--- src/common/quir_pkg.sv ---
// Constants, register map and state types for the quad UART host pin logic
// Overview of operation
// - Strobe-style bus: low third channel select enables channel C.
// - Read/write-signal bus: third channel select pin becomes a high channel address bit.
// - Strobe-style: low fourth select enables channel D; read/write style ignores it.
// - Read/write style: first channel interrupt is one active-low open-drain device interrupt.
// - Read/write style: second, third and fourth interrupt pins held at logic low.
// - Strobe-style: high interrupt-force input enables all four interrupt pins continuously.
// - Strobe-style: low interrupt-force lets each modem control bit 3 gate its pin.
// - Per-channel active-low transmitter-ready pin reflects transmit FIFO or holding status.
// - With DMA enabled, transmitter-ready pin carries the transmit DMA request.
// - Per-channel active-low receiver-ready pin reflects receive FIFO or holding status.
// - With DMA enabled, receiver-ready pin carries the receive DMA request.
// - Combined active-low transmitter-ready is wired-OR of the four channel pins.
// - Combined active-low receiver-ready is wired-OR of the four channel pins.
// - Transmit DMA request needs enhanced mode bit 2; receive needs bit 3.
// - DMA request stays high until terminal count or its FIFO level condition.
package quir_pkg;
    localparam int NCH = 4;
    localparam logic STYLE_STROBE = 1'b1;

    // Register byte offsets; channel n register sits at base + 4*n
    localparam logic [7:0] OFF_MODEM_CTRL_BASE = 8'h00;
    localparam logic [7:0] OFF_ENH_MODE_BASE = 8'h10;
    localparam logic [7:0] OFF_STATUS = 8'h20;
    localparam logic [3:0] BANK_MODEM_CTRL = 4'h0;
    localparam logic [3:0] BANK_ENH_MODE = 4'h1;

    localparam int MODEM_IRQ_EN_BIT = 3;
    localparam int ENH_TX_DMA_BIT = 2;
    localparam int ENH_RX_DMA_BIT = 3;
    localparam logic [7:0] MODEM_CTRL_RESET = 8'h00;
    localparam logic [7:0] ENH_MODE_RESET = 8'h00;

    // Status word field positions
    localparam int ST_TX_PIN_LSB = 0;
    localparam int ST_RX_PIN_LSB = 4;
    localparam int ST_TX_REQ_LSB = 8;
    localparam int ST_RX_REQ_LSB = 12;
    localparam int ST_PEND_LSB = 16;
    localparam int ST_STYLE_BIT = 20;

    localparam logic [3:0] PIN_N_IDLE = 4'hF;
    localparam logic [1:0] HTRANS_NONSEQ = 2'h2;
    localparam logic [2:0] HSIZE_WORD = 3'h2;

    typedef enum logic {QUIR_REQ_IDLE, QUIR_REQ_ACTIVE} quir_req_state_t;
endpackage

--- src/quir_dma_req.sv ---
// One DMA request line: set by FIFO status, held until its end condition
`timescale 1ns/1ps
module quir_dma_req import quir_pkg::*; (
    input wire logic clk,
    input wire logic rst_n,
    input wire logic enable,
    input wire logic set_cond,
    input wire logic clr_cond,
    output logic req
);
    typedef struct packed {
        quir_req_state_t state;
    } quir_req_regs_t;

    quir_req_regs_t s_r;
    quir_req_regs_t s_nxt;

    always_comb begin
        s_nxt = s_r;
        case (s_r.state)
            QUIR_REQ_IDLE: begin
                if (enable && set_cond && !clr_cond) begin
                    s_nxt.state = QUIR_REQ_ACTIVE;
                end
            end
            QUIR_REQ_ACTIVE: begin
                // Held until terminal count or level condition, or DMA disabled
                if (clr_cond || !enable) begin
                    s_nxt.state = QUIR_REQ_IDLE;
                end
            end
            default: s_nxt.state = QUIR_REQ_IDLE;
        endcase
    end

    always_ff @(posedge clk or negedge rst_n) begin
        if (!rst_n) begin
            s_r <= '{state: QUIR_REQ_IDLE};
        end else begin
            s_r <= s_nxt;
        end
    end

    assign req = (s_r.state == QUIR_REQ_ACTIVE);
endmodule // quir_dma_req

--- src/quir_ahb_regs.sv ---
// AHB-Lite slave holding the per-channel modem control and enhanced mode registers
`timescale 1ns/1ps
module quir_ahb_regs import quir_pkg::*; (
    input wire logic hclk,
    input wire logic hresetn,
    input wire logic hsel,
    input wire logic [31:0] haddr,
    input wire logic [1:0] htrans,
    input wire logic hwrite,
    input wire logic [2:0] hsize,
    input wire logic hready,
    input wire logic [31:0] hwdata,
    input wire logic [31:0] status_word,
    output logic [31:0] hrdata,
    output logic hreadyout,
    output logic hresp,
    output logic [NCH-1:0] irq_en,
    output logic [NCH-1:0] tx_dma_en,
    output logic [NCH-1:0] rx_dma_en
);
    typedef struct packed {
        logic wr_pend;
        logic [7:0] wr_addr;
        logic [31:0] rdata;
        logic [NCH-1:0][7:0] modem_control_reg;
        logic [NCH-1:0][7:0] enhanced_mode_select_reg;
    } quir_bus_regs_t;

    quir_bus_regs_t s_r;
    quir_bus_regs_t s_nxt;
    logic take;

    function automatic logic [31:0] rd_word(input logic [7:0] a, input quir_bus_regs_t r,
                                            input logic [31:0] st);
        logic [31:0] w;
        w = 32'h0000_0000;
        if (a == OFF_STATUS) begin
            w = st;
        end else if (a[7:4] == BANK_MODEM_CTRL && a[1:0] == 2'h0) begin
            w = {24'h00_0000, r.modem_control_reg[a[3:2]]};
        end else if (a[7:4] == BANK_ENH_MODE && a[1:0] == 2'h0) begin
            w = {24'h00_0000, r.enhanced_mode_select_reg[a[3:2]]};
        end
        return w;
    endfunction

    // Whole-word transfers only; other sizes complete OKAY with no effect
    assign take = hsel && hready && htrans == HTRANS_NONSEQ && hsize == HSIZE_WORD;

    always_comb begin
        s_nxt = s_r;
        s_nxt.wr_pend = take && hwrite;
        s_nxt.wr_addr = haddr[7:0];
        if (s_r.wr_pend && s_r.wr_addr[1:0] == 2'h0) begin
            if (s_r.wr_addr[7:4] == BANK_MODEM_CTRL) begin
                s_nxt.modem_control_reg[s_r.wr_addr[3:2]] = hwdata[7:0];
            end else if (s_r.wr_addr[7:4] == BANK_ENH_MODE) begin
                s_nxt.enhanced_mode_select_reg[s_r.wr_addr[3:2]] = hwdata[7:0];
            end
        end
        // Read data taken from the post-write copy so back-to-back write-read is coherent
        if (take && !hwrite) begin
            s_nxt.rdata = rd_word(haddr[7:0], s_nxt, status_word);
        end
    end

    always_ff @(posedge hclk or negedge hresetn) begin
        if (!hresetn) begin
            s_r.wr_pend <= 1'b0;
            s_r.wr_addr <= 8'h00;
            s_r.rdata <= 32'h0000_0000;
            s_r.modem_control_reg <= {NCH{MODEM_CTRL_RESET}};
            s_r.enhanced_mode_select_reg <= {NCH{ENH_MODE_RESET}};
        end else begin
            s_r <= s_nxt;
        end
    end

    assign hrdata = s_r.rdata;
    assign hreadyout = 1'b1;
    assign hresp = 1'b0;

    genvar g;
    generate
        for (g = 0; g < NCH; g++) begin : g_bits
            assign irq_en[g] = s_r.modem_control_reg[g][MODEM_IRQ_EN_BIT];
            assign tx_dma_en[g] = s_r.enhanced_mode_select_reg[g][ENH_TX_DMA_BIT];
            assign rx_dma_en[g] = s_r.enhanced_mode_select_reg[g][ENH_RX_DMA_BIT];
        end
    endgenerate
endmodule // quir_ahb_regs

--- src/quir_host_pins.sv ---
// Host-side pin logic: channel select decode, interrupt pin gating, ready and DMA pins
//
// Design decisions made here: the AHB-Lite interface to the registers and the register offsets.
`timescale 1ns/1ps
module quir_host_pins import quir_pkg::*; (
    input wire logic hclk,
    input wire logic hresetn,
    input wire logic hsel,
    input wire logic [31:0] haddr,
    input wire logic [1:0] htrans,
    input wire logic hwrite,
    input wire logic [2:0] hsize,
    input wire logic hready,
    input wire logic [31:0] hwdata,
    output logic [31:0] hrdata,
    output logic hreadyout,
    output logic hresp,
    input wire logic bus_style_sel,
    input wire logic third_channel_select_n,
    input wire logic fourth_channel_select_n,
    input wire logic irq_output_force,
    input wire logic dma_terminal_count,
    input wire logic [NCH-1:0] chan_irq_pending,
    input wire logic [NCH-1:0] tx_holding_ready,
    input wire logic [NCH-1:0] rx_holding_ready,
    input wire logic [NCH-1:0] tx_fifo_above_trigger,
    input wire logic [NCH-1:0] rx_fifo_empty,
    output logic third_channel_enable,
    output logic fourth_channel_enable,
    output logic high_channel_address_bit,
    output logic first_channel_irq_o,
    output logic first_channel_irq_oe,
    output logic second_channel_irq_o,
    output logic second_channel_irq_oe,
    output logic third_channel_irq_o,
    output logic third_channel_irq_oe,
    output logic fourth_channel_irq_o,
    output logic fourth_channel_irq_oe,
    output logic [NCH-1:0] per_channel_tx_ready_n,
    output logic [NCH-1:0] per_channel_rx_ready_n,
    output logic combined_tx_ready_n,
    output logic combined_rx_ready_n,
    output logic [NCH-1:0] tx_dma_request,
    output logic [NCH-1:0] rx_dma_request
);
    typedef struct packed {
        logic style;
        logic third_en;
        logic fourth_en;
        logic addr_bit;
        logic [NCH-1:0] irq_o;
        logic [NCH-1:0] irq_oe;
        logic [NCH-1:0] tx_n;
        logic [NCH-1:0] rx_n;
        logic tx_all_n;
        logic rx_all_n;
    } quir_pin_regs_t;

    quir_pin_regs_t s_r;
    quir_pin_regs_t s_nxt;
    logic [NCH-1:0] irq_en;
    logic [NCH-1:0] tx_dma_en;
    logic [NCH-1:0] rx_dma_en;
    logic [NCH-1:0] tx_req;
    logic [NCH-1:0] rx_req;
    logic [31:0] status_word;
    logic strobe;
    logic force_on;

    always_comb begin
        status_word = 32'h0000_0000;
        status_word[ST_TX_PIN_LSB +: NCH] = s_r.tx_n;
        status_word[ST_RX_PIN_LSB +: NCH] = s_r.rx_n;
        status_word[ST_TX_REQ_LSB +: NCH] = tx_req;
        status_word[ST_RX_REQ_LSB +: NCH] = rx_req;
        status_word[ST_PEND_LSB +: NCH] = chan_irq_pending;
        status_word[ST_STYLE_BIT] = s_r.style;
    end

    quir_ahb_regs u_regs (
        .hclk(hclk),
        .hresetn(hresetn),
        .hsel(hsel),
        .haddr(haddr),
        .htrans(htrans),
        .hwrite(hwrite),
        .hsize(hsize),
        .hready(hready),
        .hwdata(hwdata),
        .status_word(status_word),
        .hrdata(hrdata),
        .hreadyout(hreadyout),
        .hresp(hresp),
        .irq_en(irq_en),
        .tx_dma_en(tx_dma_en),
        .rx_dma_en(rx_dma_en)
    );

    genvar g;
    generate
        for (g = 0; g < NCH; g++) begin : g_dma
            // Transmit request ends on terminal count or FIFO filled past trigger
            quir_dma_req u_tx (
                .clk(hclk),
                .rst_n(hresetn),
                .enable(tx_dma_en[g]),
                .set_cond(tx_holding_ready[g]),
                .clr_cond(dma_terminal_count || tx_fifo_above_trigger[g]),
                .req(tx_req[g])
            );
            // Receive request ends on terminal count or FIFO emptied
            quir_dma_req u_rx (
                .clk(hclk),
                .rst_n(hresetn),
                .enable(rx_dma_en[g]),
                .set_cond(rx_holding_ready[g]),
                .clr_cond(dma_terminal_count || rx_fifo_empty[g]),
                .req(rx_req[g])
            );
        end
    endgenerate

    assign strobe = (bus_style_sel == STYLE_STROBE);
    // Force pin only has meaning on the strobe-style bus; ignored otherwise
    assign force_on = strobe && irq_output_force;

    always_comb begin
        s_nxt = s_r;
        // Pin roles follow the strap level; it is expected not to move in operation
        s_nxt.style = bus_style_sel;
        s_nxt.third_en = strobe && !third_channel_select_n;
        s_nxt.fourth_en = strobe && !fourth_channel_select_n;
        s_nxt.addr_bit = !strobe && third_channel_select_n;
        for (int i = 0; i < NCH; i++) begin
            if (strobe) begin
                s_nxt.irq_o[i] = chan_irq_pending[i];
                s_nxt.irq_oe[i] = force_on || irq_en[i];
            end else if (i == 0) begin
                // Open drain: only ever pulls low, released when nothing pends
                s_nxt.irq_o[i] = 1'b0;
                s_nxt.irq_oe[i] = |chan_irq_pending;
            end else begin
                s_nxt.irq_o[i] = 1'b0;
                s_nxt.irq_oe[i] = 1'b1;
            end
            // DMA mode turns the pin into an active-high request line
            s_nxt.tx_n[i] = tx_dma_en[i] ? tx_req[i] : !tx_holding_ready[i];
            s_nxt.rx_n[i] = rx_dma_en[i] ? rx_req[i] : !rx_holding_ready[i];
        end
        // Active-low wired-OR: any channel low drives the combined pin low
        s_nxt.tx_all_n = &s_nxt.tx_n;
        s_nxt.rx_all_n = &s_nxt.rx_n;
    end

    always_ff @(posedge hclk or negedge hresetn) begin
        if (!hresetn) begin
            s_r.style <= STYLE_STROBE;
            s_r.third_en <= 1'b0;
            s_r.fourth_en <= 1'b0;
            s_r.addr_bit <= 1'b0;
            s_r.irq_o <= '0;
            s_r.irq_oe <= '0;
            s_r.tx_n <= PIN_N_IDLE;
            s_r.rx_n <= PIN_N_IDLE;
            s_r.tx_all_n <= 1'b1;
            s_r.rx_all_n <= 1'b1;
        end else begin
            s_r <= s_nxt;
        end
    end

    assign third_channel_enable = s_r.third_en;
    assign fourth_channel_enable = s_r.fourth_en;
    assign high_channel_address_bit = s_r.addr_bit;
    assign first_channel_irq_o = s_r.irq_o[0];
    assign first_channel_irq_oe = s_r.irq_oe[0];
    assign second_channel_irq_o = s_r.irq_o[1];
    assign second_channel_irq_oe = s_r.irq_oe[1];
    assign third_channel_irq_o = s_r.irq_o[2];
    assign third_channel_irq_oe = s_r.irq_oe[2];
    assign fourth_channel_irq_o = s_r.irq_o[3];
    assign fourth_channel_irq_oe = s_r.irq_oe[3];
    assign per_channel_tx_ready_n = s_r.tx_n;
    assign per_channel_rx_ready_n = s_r.rx_n;
    assign combined_tx_ready_n = s_r.tx_all_n;
    assign combined_rx_ready_n = s_r.rx_all_n;
    assign tx_dma_request = tx_req;
    assign rx_dma_request = rx_req;
endmodule // quir_host_pins

--- config.mk ---
export PLATFORM = sky130hd
export DESIGN_NAME = quir_host_pins
export DESIGN_NICKNAME = d
export VERILOG_FILES = /design/src/common/quir_pkg.sv /design/src/quir_dma_req.sv /design/src/quir_ahb_regs.sv /design/src/quir_host_pins.sv
export SDC_FILE = /design/constraint.sdc
export NUM_CORES = 1
export LEC_CHECK = 0
export BUFFER_PORTS_ARGS = -buffer_cell sky130_fd_sc_hd__buf_2
export CAP_MARGIN = 20
export CORE_ASPECT_RATIO = 1.25
export CORE_MARGIN = 8
export CORE_UTILIZATION = 40
export CTS_BUF_LIST = sky130_fd_sc_hd__clkbuf_4
export DETAILED_ROUTE_END_ITERATION = 8
export PLACE_DENSITY = 0.67
export SLEW_MARGIN = 10
export SYNTH_ARGS = -nofsm -noshare
export SYNTH_HDL_FRONTEND = slang
export SYNTH_SLANG_ARGS = --single-unit
--- constraint.sdc ---
create_clock -name hclk -period 2.25 [get_ports hclk]
set_clock_uncertainty 0.05 [all_clocks]
set_input_delay 0.3375 -clock hclk [delete_from_list [all_inputs] [get_ports hclk]]
set_output_delay 0.3375 -clock hclk [all_outputs]
set_load 0.05 [all_outputs]
### After elaboration in Yosys (flattened, before gate mapping)

Index checks and enable logic that the tools add are counted.

* memories kept: 0
* bits in latches: 0
* register bits after elaboration: 135
* bits in writable memories: 0
* word-level logic and storage cells: 184
* output and inout port bits: 63
* memory bits (read-only): 0

* bitwise logic cells: 8
* equal/unequal tests: 5
* multipliers: 0
* $lt $le $gt $ge: 3
* muxes and demuxes: 55
* reduce and logical (&&, ||, !) cells: 84
* shift-type cells: 0
* add/subtract/negate cells: 0
* divide/modulo/power cells: 0

Operators by type and width (number)
* 32-bit 2-to-1 mux: 5
* 32-bit bitwise mux: 2
* 64-bit 2-to-1 mux: 1
* 8-bit binary-select mux with 2-bit select: 2
* 1-bit 2-to-1 mux: 32
* 8-bit 2-to-1 mux: 4
* 1-bit logical AND: 29
* 1-bit zero test: 28
* 1-bit logical OR: 20
* 8-bit demux with 2-bit select: 1
* 1-bit case mux with 2 select lines: 8
* 4-bit by 1-bit equality test with 1-bit output, second input constant: 2
* 8-bit by 6-bit equality test with 1-bit output, second input constant: 1
* 4-bit zero test: 2
* 1-bit NOT: 8
* 4-bit AND reduction: 2
* 2-bit by 3-bit less-than comparator with 1-bit output, second input constant: 2
* 2-bit zero test: 2
* 4-bit OR reduction: 1
* 3-bit by 2-bit equality test with 1-bit output, second input constant: 1
* 2-bit equality test, second input constant: 1
* 2-bit by 1-bit >= comparator with 1-bit output, second input constant: 1

### Logic depth before layout (Yosys ltp)

Gate-level depths: netlist (run 1).

* word-level depth: 13
* depth in mapped cells: 8
* depth with buffers taken out: 5

### Hierarchy

From an unflattened synthesis (run 1), not the netlist that was laid out.

* cells, all modules: 459
* area, all modules: 6014.5 sq um

Modules (own cells, without submodules)
* quir_ahb_regs: area an instance 4828.4 sq um, cells an instance 363, times used 1
* quir_host_pins: area an instance 855.8 sq um, cells an instance 72, times used 1
* quir_dma_req: area an instance 41.3 sq um, cells an instance 3, times used 8

### Worst setup path after synthesis (run 1)

OpenSTA, ideal clock, no wires.

* path kind: register -> register
* start point: reg u_regs.s_r[101] (netlist name)
* end point: reg u_regs.s_r, in the netlist u_regs.hrdata[7]
* path buffers: 2
* setup slack: 0.094 ns
* stages on the path, launching flop included: 8
* library setup time: 0.126 ns
* data arrival time: 1.980 ns
* path through: dfrtp_1 -> or4b_4 -> buf_6 -> or3_1 -> buf_4 -> a211oi_1 -> a2111o_1 -> a21oi_2

* cells in the longest elaborated chain, start to end: 9
* elaborated cells on any way between the ends: 13

Ends and longest elaborated chain
* start: declaration: RTL line quir_ahb_regs.sv:29 `quir_bus_regs_t s_r;`
* start signal: assignment: RTL line quir_ahb_regs.sv:75 `s_r <= s_nxt;`
* 4-bit by 1-bit equality test with 1-bit output: RTL line quir_ahb_regs.sv:57 `end else if (s_r.wr_addr[7:4] == BANK_ENH_MODE) begin`
* 32-bit 2-to-1 mux: RTL line quir_ahb_regs.sv:57
* 32-bit 2-to-1 mux: RTL line quir_ahb_regs.sv:55 `if (s_r.wr_addr[7:4] == BANK_MODEM_CTRL) begin`
* 64-bit 2-to-1 mux *: RTL line quir_ahb_regs.sv:54 `if (s_r.wr_pend && s_r.wr_addr[1:0] == 2'h0) begin`
* 8-bit binary-select mux with 2-bit select: RTL line quir_ahb_regs.sv:42 `w = {24'h00_0000, r.enhanced_mode_select_reg[a[3:2]]};`
* 8-bit 2-to-1 mux (implied by the code): RTL line quir_ahb_regs.sv:42
* 8-bit 2-to-1 mux: RTL line quir_ahb_regs.sv:41 `end else if (a[7:4] == BANK_ENH_MODE && a[1:0] == 2'h0) begin`
* 32-bit 2-to-1 mux *: RTL line quir_ahb_regs.sv:39 `end else if (a[7:4] == BANK_MODEM_CTRL && a[1:0] == 2'h0) begin`
* 32-bit 2-to-1 mux *: RTL line quir_ahb_regs.sv:37 `if (a == OFF_STATUS) begin`

Mark *: on every way between the ends. The rest lies on a longest branch, timed or not. The select of a mux whose other input is x is not followed.
A chain may end at the register's enable or synchronous reset.

### Worst setup path in the final report (run 1)

* start point: reg u_regs.s_r[101] (netlist name)
* end point: reg u_regs.s_r, in the netlist u_regs.hrdata[5]

Same word-level chain as after synthesis.

==> results.cfg, run 1 <==
[finish]
layout_commonest_cell = dfrtp_1
fin_cells = 848
layout.nets = 751
drive_gt1_share_pct = 39.2
syn_to_final_growth_pct = 24.4
most-common-layout-cells = dfrtp_1, buf_2, mux2_2

[synthesis]
yosys_register_bits = 124
synth_mux_area_share_pct = 12.3
synthAdderAreaFrac_pct = 0
yosys.area.top_type = dfrtp_1
synthSimpleGateAreaFrac_pct = 13.0
mappedNetlistArea_sq_um = 5960
synth_edf_count = 0
synth_top_family_by_area = simple AND/OR/NAND/NOR gates
seq_area_frac_synth_pct = 52.3
syn_inst = 519
yosysTopAreaCellShare_pct = 47.4
synth_xor_area_share_pct = 0.294
yosysWarnings = 0
synth_cell_types = 59
ys.flop_type = dfrtp_1
synth_area_leaders = dfrtp_1, mux2_2, buf_4, dfstp_2, o221ai_1
async_flop_share_pct = 100
syn_area_per_cell_sq_um = 11.5
synth_compound_area_share_pct = 12.9

[worst_setup_path]
reg2reg_to = u_regs.hrdata[5]
cp-startpoint = u_regs.s_r[101]
cp-end-kind = register
cp-start-kind = register
timing.rr.start = u_regs.s_r[101]
reg2reg_depth = 7
arrival_ps = 2600
critPathSlowestCell = or4b_4
critPathCapture = u_regs.hrdata[5]
path_max_fanout = 7
crit_chain = or4b_4, buf_6, o31ai_2, buf_4, o221ai_1, o22a_1, a31oi_1
worst-endpoint-required_ps = 2650
r2r_slack_ps = 50
crit_type = reg -> reg
cp_slowest_stage_delay_ps = 590

[cts]
cts_tree = yes
cts_root_buf = clkbuf_4
cts_buffer_depth = 2
cts_sinks = 124
clock_latency_ps = 520
clk_pin_slew_ps = 120
cts_inserted_buffers = 17
htree_num_levels = 4

[power_and_ir_drop]
powerDensity_nw_per_um2 = 667
cellLeakagePower_nw = 3.33
finalPower_mw = 4.95
vdd_ir_drop_max_v = 0.000245

[run_status]
outcome = complete, no violations

[grt]
grt_pass1_vias = 4784
antenna_found_initial = 1
grt_max_degree = 43
track_usage_pct = 16.9
grt_pass1_wl_mm = 25.6
overflow = 0

[die]
start_util_pct = 40.4
fp.dieH_microns = 152
die_area_sq_um = 19100
design.core.area_sq_um = 14800
dieWidth_microns = 125
pin_count = 162
rows = 50

[place]
hpwlAfterDp_mm = 11.5
dp.cells = 769
routabilityCongestion = 0.877
io_buffers = 100
dp_slack_ps = -33.6

[sta]
drv_slew = 0
setup-violations-final = 0
hold-worst-slack_ps = 67.8
post-route-period-util_pct = 97.7
fmax_mhz = 455
slew_headroom_pct = 57.5
worst_slew_pin_slew_ps = 638
rsz0062_at_grt = yes
hold_viol_final = 0
fin_ws_ps = 50.7
period_minus_slack_ps = 2200

[route]
vias = 4569
wl_met3_microns = 939
viasPerCell = 5.39
drc_errors = 0
drtPass1Iterations = 4
dr.max_layer_used = met4
wl_per_cell_microns = 19.3
totalWireLength_mm = 16.3
routed-wl-met2_mm = 8.50
wl_met1_mm = 6.46
drtIter0Drc = 260
final_antenna_net_count = 0

[hold_path]
hold_path_class = in -> reg

[run]
drv_cap = 0
## worst max-delay path: cells and delay by family (launching register included)
family | cells | cell delay, ps
buffers and inverters | 2 | 370
AOI/OAI and AO/OA | 4 | 690
and+or+nand+nor | 1 | 590
DFF | 1 | 420
## layout make-up
class,instances,area (sq um)
Antenna cell,1,2.50
Clock buffer,17,128
Clock inverter,15,219
Fill cell,1271,7350
Inverter,20,75.1
Multi-Input combinational cell,315,2450
Sequential cell,124,3120
Tap cell,182,228
Timing Repair Buffer,174,1200
## stage by stage
| step | setup TNS, ps | cell area, sq um | util (%) |
|---|---|---|---|
| 2_1_floorplan | 0 | 6000 | - |
| 3_3_place_gp | 0 | 6500 | 44.1 |
| 3_5_place_dp | -81.1 | 6500 | 44.1 |
| 4_1_cts | 0 | 7270 | 49.2 |
| 5_1_grt | -174 | 7420 | 50.2 |
| 6_report | 0 | 7420 | 50.2 |
## flip-flops by register name (all words and copies together) (netlist names), 4 cells and up
| name | count |
|---|---|
| u_regs.tx_dma_en | 4 |
| u_regs.s_r | 61 |
| per_channel_tx_ready_n | 4 |
| u_regs.irq_en | 4 |
| u_regs.rx_dma_en | 4 |
| g_dma.u_tx.req | 4 |
| g_dma.u_rx.req | 4 |
| per_channel_rx_ready_n | 4 |
| u_regs.hrdata | 21 |
## cell families (layout without fill, tap and decap cells)
group / count (synthesis) / in the layout
compound gates: 100 / 100
xor+xnor: 2 / 2
buf+inv: 92 / 226
flops: 124 / 124
mux: 66 / 66
other cells: 2 / 14
simple gates: 133 / 134
## per-layer routing
metal  up-vias  global-route usage [%]
li1       2113                       -
met1      2260                    18.6
met2       162                    29.2
met3        34                    4.06
met4         0                    9.48
met5         -                       0
## synthesized netlist by cell type, drive strengths merged (2+ instances only)
cell type / n
nor3b: 2
or2: 2
nor4: 4
o31ai: 4
a21o: 3
o221ai: 22
conb: 2
inv: 20
nand4b: 2
o21ai: 12
a221oi: 7
a31oi: 9
dfrtp: 113
dfstp: 11
o22ai: 8
and4: 2
or4b: 2
nand4: 2
nor4b: 10
nand3: 7
and2: 4
nand2: 19
nor2: 37
mux2i: 10
a22o: 5
clkbuf: 17
buf: 55
mux2: 56
nor2b: 6
nand2b: 12
a21oi: 16
nor3: 11
or3: 4
or3b: 2
a211oi: 2
o22a: 7
## timing repair
item / CTS / global route
buffers inserted: 2 / 5
endpoints found under the hold margin: 73 / 0
gates resized for setup: 3 / 16
pin swaps: 2 / 9
setup endpoints to repair: 6 / 8
cloned: 1 / 0
hold buffers: 38 / 0
## worst min-delay path by stage
| stage | start | to | depth (start not counted) |
|---|---|---|---|
| floorplan | hresetn | first_channel_irq_o | 0 |
| global placement | hresetn | u_regs.s_r[97] | 1 |
| detailed placement | hresetn | u_regs.s_r[101] | 1 |
| CTS | dma_terminal_count | g_dma[2].u_tx.req | 2 |
| global route | dma_terminal_count | g_dma[2].u_tx.req | 2 |
| finish | dma_terminal_count | g_dma[2].u_tx.req | 2 |
## report_power, final
group | leakage [nW] | switching, mW | total (mW) | internal, mW
combinational | 1.67 | 0.452 | 0.684 | 0.233
clock | 0.171 | 0.861 | 1.85 | 0.991
sequential | 1.48 | 0.0694 | 2.41 | 2.34
total | 3.33 | 1.38 | 4.95 | 3.56
Power figures use the tool's default switching activity.
==> run 2: changes to the inputs <==
--- a/config.mk
+++ b/config.mk
@@ -8,11 +8,10 @@
 export BUFFER_PORTS_ARGS = -buffer_cell sky130_fd_sc_hd__buf_2
 export CAP_MARGIN = 20
 export CORE_ASPECT_RATIO = 1.25
-export CORE_MARGIN = 8
 export CORE_UTILIZATION = 40
 export CTS_BUF_LIST = sky130_fd_sc_hd__clkbuf_4
 export DETAILED_ROUTE_END_ITERATION = 8
-export PLACE_DENSITY = 0.67
+export PLACE_DENSITY = 0.68
 export SLEW_MARGIN = 10
 export SYNTH_ARGS = -nofsm -noshare
 export SYNTH_HDL_FRONTEND = slang
==> constraint.sdc (replaced) <==
create_clock -name hclk -period 2.1 [get_ports hclk]
set_clock_uncertainty 0.05 [all_clocks]
set_input_delay 0.315 -clock hclk [delete_from_list [all_inputs] [get_ports hclk]]
set_output_delay 0.315 -clock hclk [all_outputs]
set_load 0.05 [all_outputs]
==> run 2 against run 1 <==
Against the previous run:
- the run now ends with DRC, setup timing left
- fmax up 1.9%
- first-iteration DRC count up 21%
- core utilization up 1.6 points
- global-route usage up 3.9 points
- sequential share of layout area down 0.49 points
- clock power down 15%
- sequential cell count unchanged
- wire length down 5.8%
- cell count up 1.1%
- sequential power up 7%
- critical path depth unchanged
==> results.cfg, run 2 (synthesis gave the netlist of run 1 again) <==
[finish]
drive_gt1_share_pct = 40.3
seq_area_sq_um = 3120
fillers = 1224
syn_to_final_growth_pct = 25.9
layout_commonest_cell = dfrtp_1
most-common-layout-cells = dfrtp_1, buf_2, mux2_2
multi_input_area_sq_um = 2480
largest_reg_flops = 61
final_util_pct = 51.9
regMostFlops = u_regs.s_r
layout.nets = 764

[die]
die_area_sq_um = 15400
start_util_pct = 41.2
design.core.area_sq_um = 14500
pin_count = 162
rows = 49
dieWidth_microns = 111
fp.dieH_microns = 138

[grt]
antenna_found_initial = 1
track_usage_pct = 20.8
grt_max_degree = 70
overflow = 0
grt_pass1_vias = 5021
grt_pass1_wl_mm = 25.3

[worst_setup_path]
cp-end-kind = register
worst-endpoint-required_ps = 2520
r2r_slack_ps = -60
reg2reg_depth = 7
cp-startpoint = u_regs.s_r[101]
path_max_fanout = 5
cp-start-kind = register
arrival_ps = 2580
timing.rr.start = u_regs.s_r[101]
reg2reg_to = u_regs.hrdata[7]
crit_type = reg -> reg
critPathCapture = u_regs.hrdata[7]

[route]
vias = 4681
drc_errors = 24
drtIter0Drc = 314
viasPerCell = 5.46
totalWireLength_mm = 15.4
wl_per_cell_microns = 18.0
final_antenna_net_count = 0
drtPass1Iterations = 7

[cts]
clock_latency_ps = 540
cts_inserted_buffers = 17
clk_pin_slew_ps = 100
cts_sinks = 124
cts_buffer_depth = 2
htree_num_levels = 4
cts_tree = yes
cts_root_buf = clkbuf_4

[sta]
period_minus_slack_ps = 2160
post-route-period-util_pct = 103
drv_slew = 0
fin_ws_ps = -58.3
setup-violations-final = 8
hold_viol_final = 0
setup_tns_ps = -356
rsz0062_at_grt = yes
fmax_mhz = 463

[place]
hpwlAfterDp_mm = 10.6
routabilityCongestion = 0.893
io_buffers = 100
dp_slack_ps = -147

[run]
drv_cap = 0

[power_and_ir_drop]
cellLeakagePower_nw = 3.39
powerDensity_nw_per_um2 = 655
vdd_ir_drop_max_v = 0.000301
finalPower_mw = 4.92

[run_status]
outcome = finished with violations
violations = DRC, setup timing

[hold_path]
hold_path_class = in -> reg
-- run 2: changes by cell type in the layout (fill, tap and decap cells not counted), sizes merged --
cell         before  now
buf             136  145
bufinv            5    2
clkbuf           17   18
clkinv            5    8
dlygate4sd3      38   42
inv              22   21
-- run 2: routing by layer --
metal | up-vias | share of wire (%) | track usage (%)
li1 | 2129 | - | -
met5 | - | 0 | 0
met4 | 0 | 3.1 | 10.7
met3 | 44 | 4.8 | 4.65
met1 | 2340 | 40 | 23.3
met2 | 168 | 52 | 36.9
-- run 2: final cells by class --
cell class | instances | area share, %
clock buffers | 18 | 1.80
well taps | 178 | 2.97
diodes | 1 | 0.0333
clock inverters | 14 | 1.70
repair buffers | 187 | 17.9
inverters | 20 | 1.00
flip-flops and latches | 124 | 41.5
multi-input cells | 315 | 33.1
-- run 2: critical path, cell delays in order, from the launching register on --
cell      delay, ps
dfrtp_1         440
or4b_4          570
buf_6           160
o31ai_4         200
buf_4           160
o221ai_2         80
a2111o_1        310
a21oi_2         120
-- run 2: power by group --
| group | leakage, nW | switching [mW] | internal (mW) |
|---|---|---|---|
| clock network | 0.133 | 0.882 | 0.696 |
| logic | 1.77 | 0.488 | 0.265 |
| registers | 1.48 | 0.0759 | 2.51 |
| total | 3.39 | 1.45 | 3.47 |
-- run 2: how the worst min path moves through the flow --
| stage | start | to | slack [ps] | cells after the start |
|---|---|---|---|---|
| after global routing | hwdata[7] | u_regs.s_r[7] | 40 | 3 |
| after detailed placement | hresetn | u_regs.s_r[97] | 290 | 2 |
| after CTS | hwdata[7] | u_regs.s_r[7] | 7 | 3 |
| after global placement | hresetn | u_regs.s_r[97] | 280 | 2 |
| final | hready | u_regs.s_r[104] | 40 | 3 |
| after floorplan | hresetn | first_channel_irq_o | -30 | 0 |
-- run 2: stage by stage --
stage	cell area [sq um]	std cells	hold slack (ps)
after global placement	6610	776	284
after floorplan	6020	530	-30.6
after CTS	7430	854	7.45
after global routing	7500	857	40.7
after detailed placement	6610	776	294
final	7500	857	39.2
-- run 2: repair_timing --
item                                    in CTS  in global routing
resized for setup                           19                 11
setup buffers                                3                  2
endpoints found under the setup margin      22                 26
pin swaps                                   26                 10
hold buffers                                42                  0
gates cloned                                 1                  0
endpoints found under the hold margin      162                  0
==> run 3: changes to the inputs <==
==> constraint.sdc (replaced) <==
create_clock -name hclk -period 2.8 [get_ports hclk]
set_clock_uncertainty 0.05 [all_clocks]
set_input_delay 0.42 -clock hclk [delete_from_list [all_inputs] [get_ports hclk]]
set_output_delay 0.42 -clock hclk [all_outputs]
set_load 0.05 [all_outputs]
==> run 3 against run 2 <==
Against the previous run:
- the flow finishes with violations (DRC)
- cell count decreased by 5.6%
- total power fell by 28%
- first-iteration DRC count increased by 29%
- combinational power is 32% lower
- setup slack better by 330 ps
- cell area down 8.3%
- non-clock buffer count decreased by 47
- clock-buffer cell count is 1 higher
- sequential power decreased by 25%
- largest cell class unchanged
- highest routed layer unchanged
==> results.cfg, run 3 (synthesis gave the netlist of run 1 again) <==
[run_status]
outcome = finished with violations
violations = DRC

[finish]
fin_cells = 809
syn_to_final_growth_pct = 15.4
fillers = 1283
largest_reg_flops = 61
drive_gt1_share_pct = 37.0
most-common-layout-cells = dfrtp_1, buf_2, mux2_2
layout_commonest_cell = dfrtp_1
final_cell_area_sq_um = 6880
layout.nets = 716
regMostFlops = u_regs.s_r

[power_and_ir_drop]
cellLeakagePower_nw = 3.09
p_sw_share_pct = 29.9
powerDensity_nw_per_um2 = 516
vdd_ir_drop_max_v = 0.000218
combPwrFrac_pct = 14.4
p_int_mw = 2.49
pwr-share-clk_pct = 31.1
finalPower_mw = 3.55
p_sw_mw = 1.06
pwr-share-seq_pct = 54.5

[worst_setup_path]
cp-start-kind = primary input
cp-end-kind = register
crit_type = in -> reg
arrival_ps = 2920
worst-endpoint-required_ps = 3190
reg2reg_to = u_regs.hrdata[2]
reg2reg_depth = 5
path_max_fanout = 7
r2r_slack_ps = 350
timing.rr.start = u_regs.s_r[101]

[grt]
antenna_found_initial = 1
grt_max_degree = 55
grt_pass1_vias = 4629
overflow = 0
grt_pass1_wl_mm = 24.2
track_usage_pct = 20.0

[cts]
postCtsHoldBufs = 21
cts_tree = yes
clock_latency_ps = 530
cts_inserted_buffers = 17
postCtsSetupRepairBufs = 0
clk_pin_slew_ps = 110
cts_buffer_depth = 2
cts_resized = 0
cts_sinks = 124
cts_root_buf = clkbuf_4
htree_num_levels = 4

[die]
fp.dieH_microns = 138
rows = 49
pin_count = 162
die_area_sq_um = 15400
dieWidth_microns = 111
design.core.area_sq_um = 14500
start_util_pct = 41.2

[route]
vias = 4444
viasPerCell = 5.49
drtPass1Iterations = 8
wl_per_cell_microns = 18.4
totalWireLength_mm = 14.9
drtIter0Drc = 404
final_antenna_net_count = 0
drc_errors = 26

[hold_path]
hold_path_class = in -> reg
holdPathStages = 2
hold_end = per_channel_tx_ready_n[2]
hold_path_startpoint = tx_holding_ready[2]

[place]
io_buffers = 100
routabilityCongestion = 0.869
dp.cells = 755
dp_slack_ps = 324
hpwlAfterDp_mm = 10.6
placed_area_sq_um = 6420

[sta]
rsz0062_at_grt = no
fmax_mhz = 396
hold_viol_final = 0
fin_ws_ps = 272
worst_slew_pin_slew_ps = 718
post-route-period-util_pct = 90.3
setup-violations-final = 0
setup_tns_ps = 0
drv_slew = 0
period_minus_slack_ps = 2530
slew_headroom_pct = 51.9

[run]
drv_cap = 0
[run 3: how the worst max path moves through the flow]
stage	slack (ps)	end	cells after the start	startpoint
3_5_place_dp	320	u_regs.hrdata[2]	6	haddr[1]
5_1_grt	200	u_regs.hrdata[1]	7	haddr[1]
3_3_place_gp	350	u_regs.hrdata[2]	6	haddr[1]
4_1_cts	320	u_regs.hrdata[6]	7	haddr[1]
2_1_floorplan	640	u_regs.hrdata[7]	7	u_regs.s_r[101]
6_report	270	u_regs.hrdata[6]	7	haddr[1]
[run 3: area by class of cell]
class	count	area (sq um)	area share (%)
sequential	124	3120	45.3
multi-input combinational	314	2340	34.0
timing repair buffer	140	881	12.8
tap	178	223	3.24
clock buffer	19	143	2.07
clock inverter	13	103	1.49
inverter	20	75.1	1.09
antenna	1	2.50	0.0364
[run 3: critical path, cell delays in order]
cell	delay, ps
dlygate4sd3_1	530
buf_2	140
nor4_4	440
or4b_2	760
a221oi_1	280
a21oi_1	140
a31oi_1	210
[run 3: metrics by stage]
stage / hold WS [ps] / utilization [%]
after floorplan: 74.4 / -
after global placement: 408 / 44.4
after detailed placement: 415 / 44.4
after CTS: 5.82 / 47.5
after global routing: 0.675 / 47.6
final: 42.1 / 47.6
[run 3: power groups by stage]
stage	registers (mW)	clock network [mW]	logic, mW
after floorplan	1.98	0	0.341
after global routing	1.95	1.22	0.543
after global placement	1.97	0	0.473
after detailed placement	1.97	0	0.486
final	1.94	1.11	0.510
after CTS	1.94	1.13	0.511
[run 3: metal layers]
layer,share of wire [%],routed length (microns),track usage [%]
met4,2.5,365,7.82
met3,4.7,696,4.43
met2,52,7700,35.5
met5,0,0,0
met1,41,6100,23.2
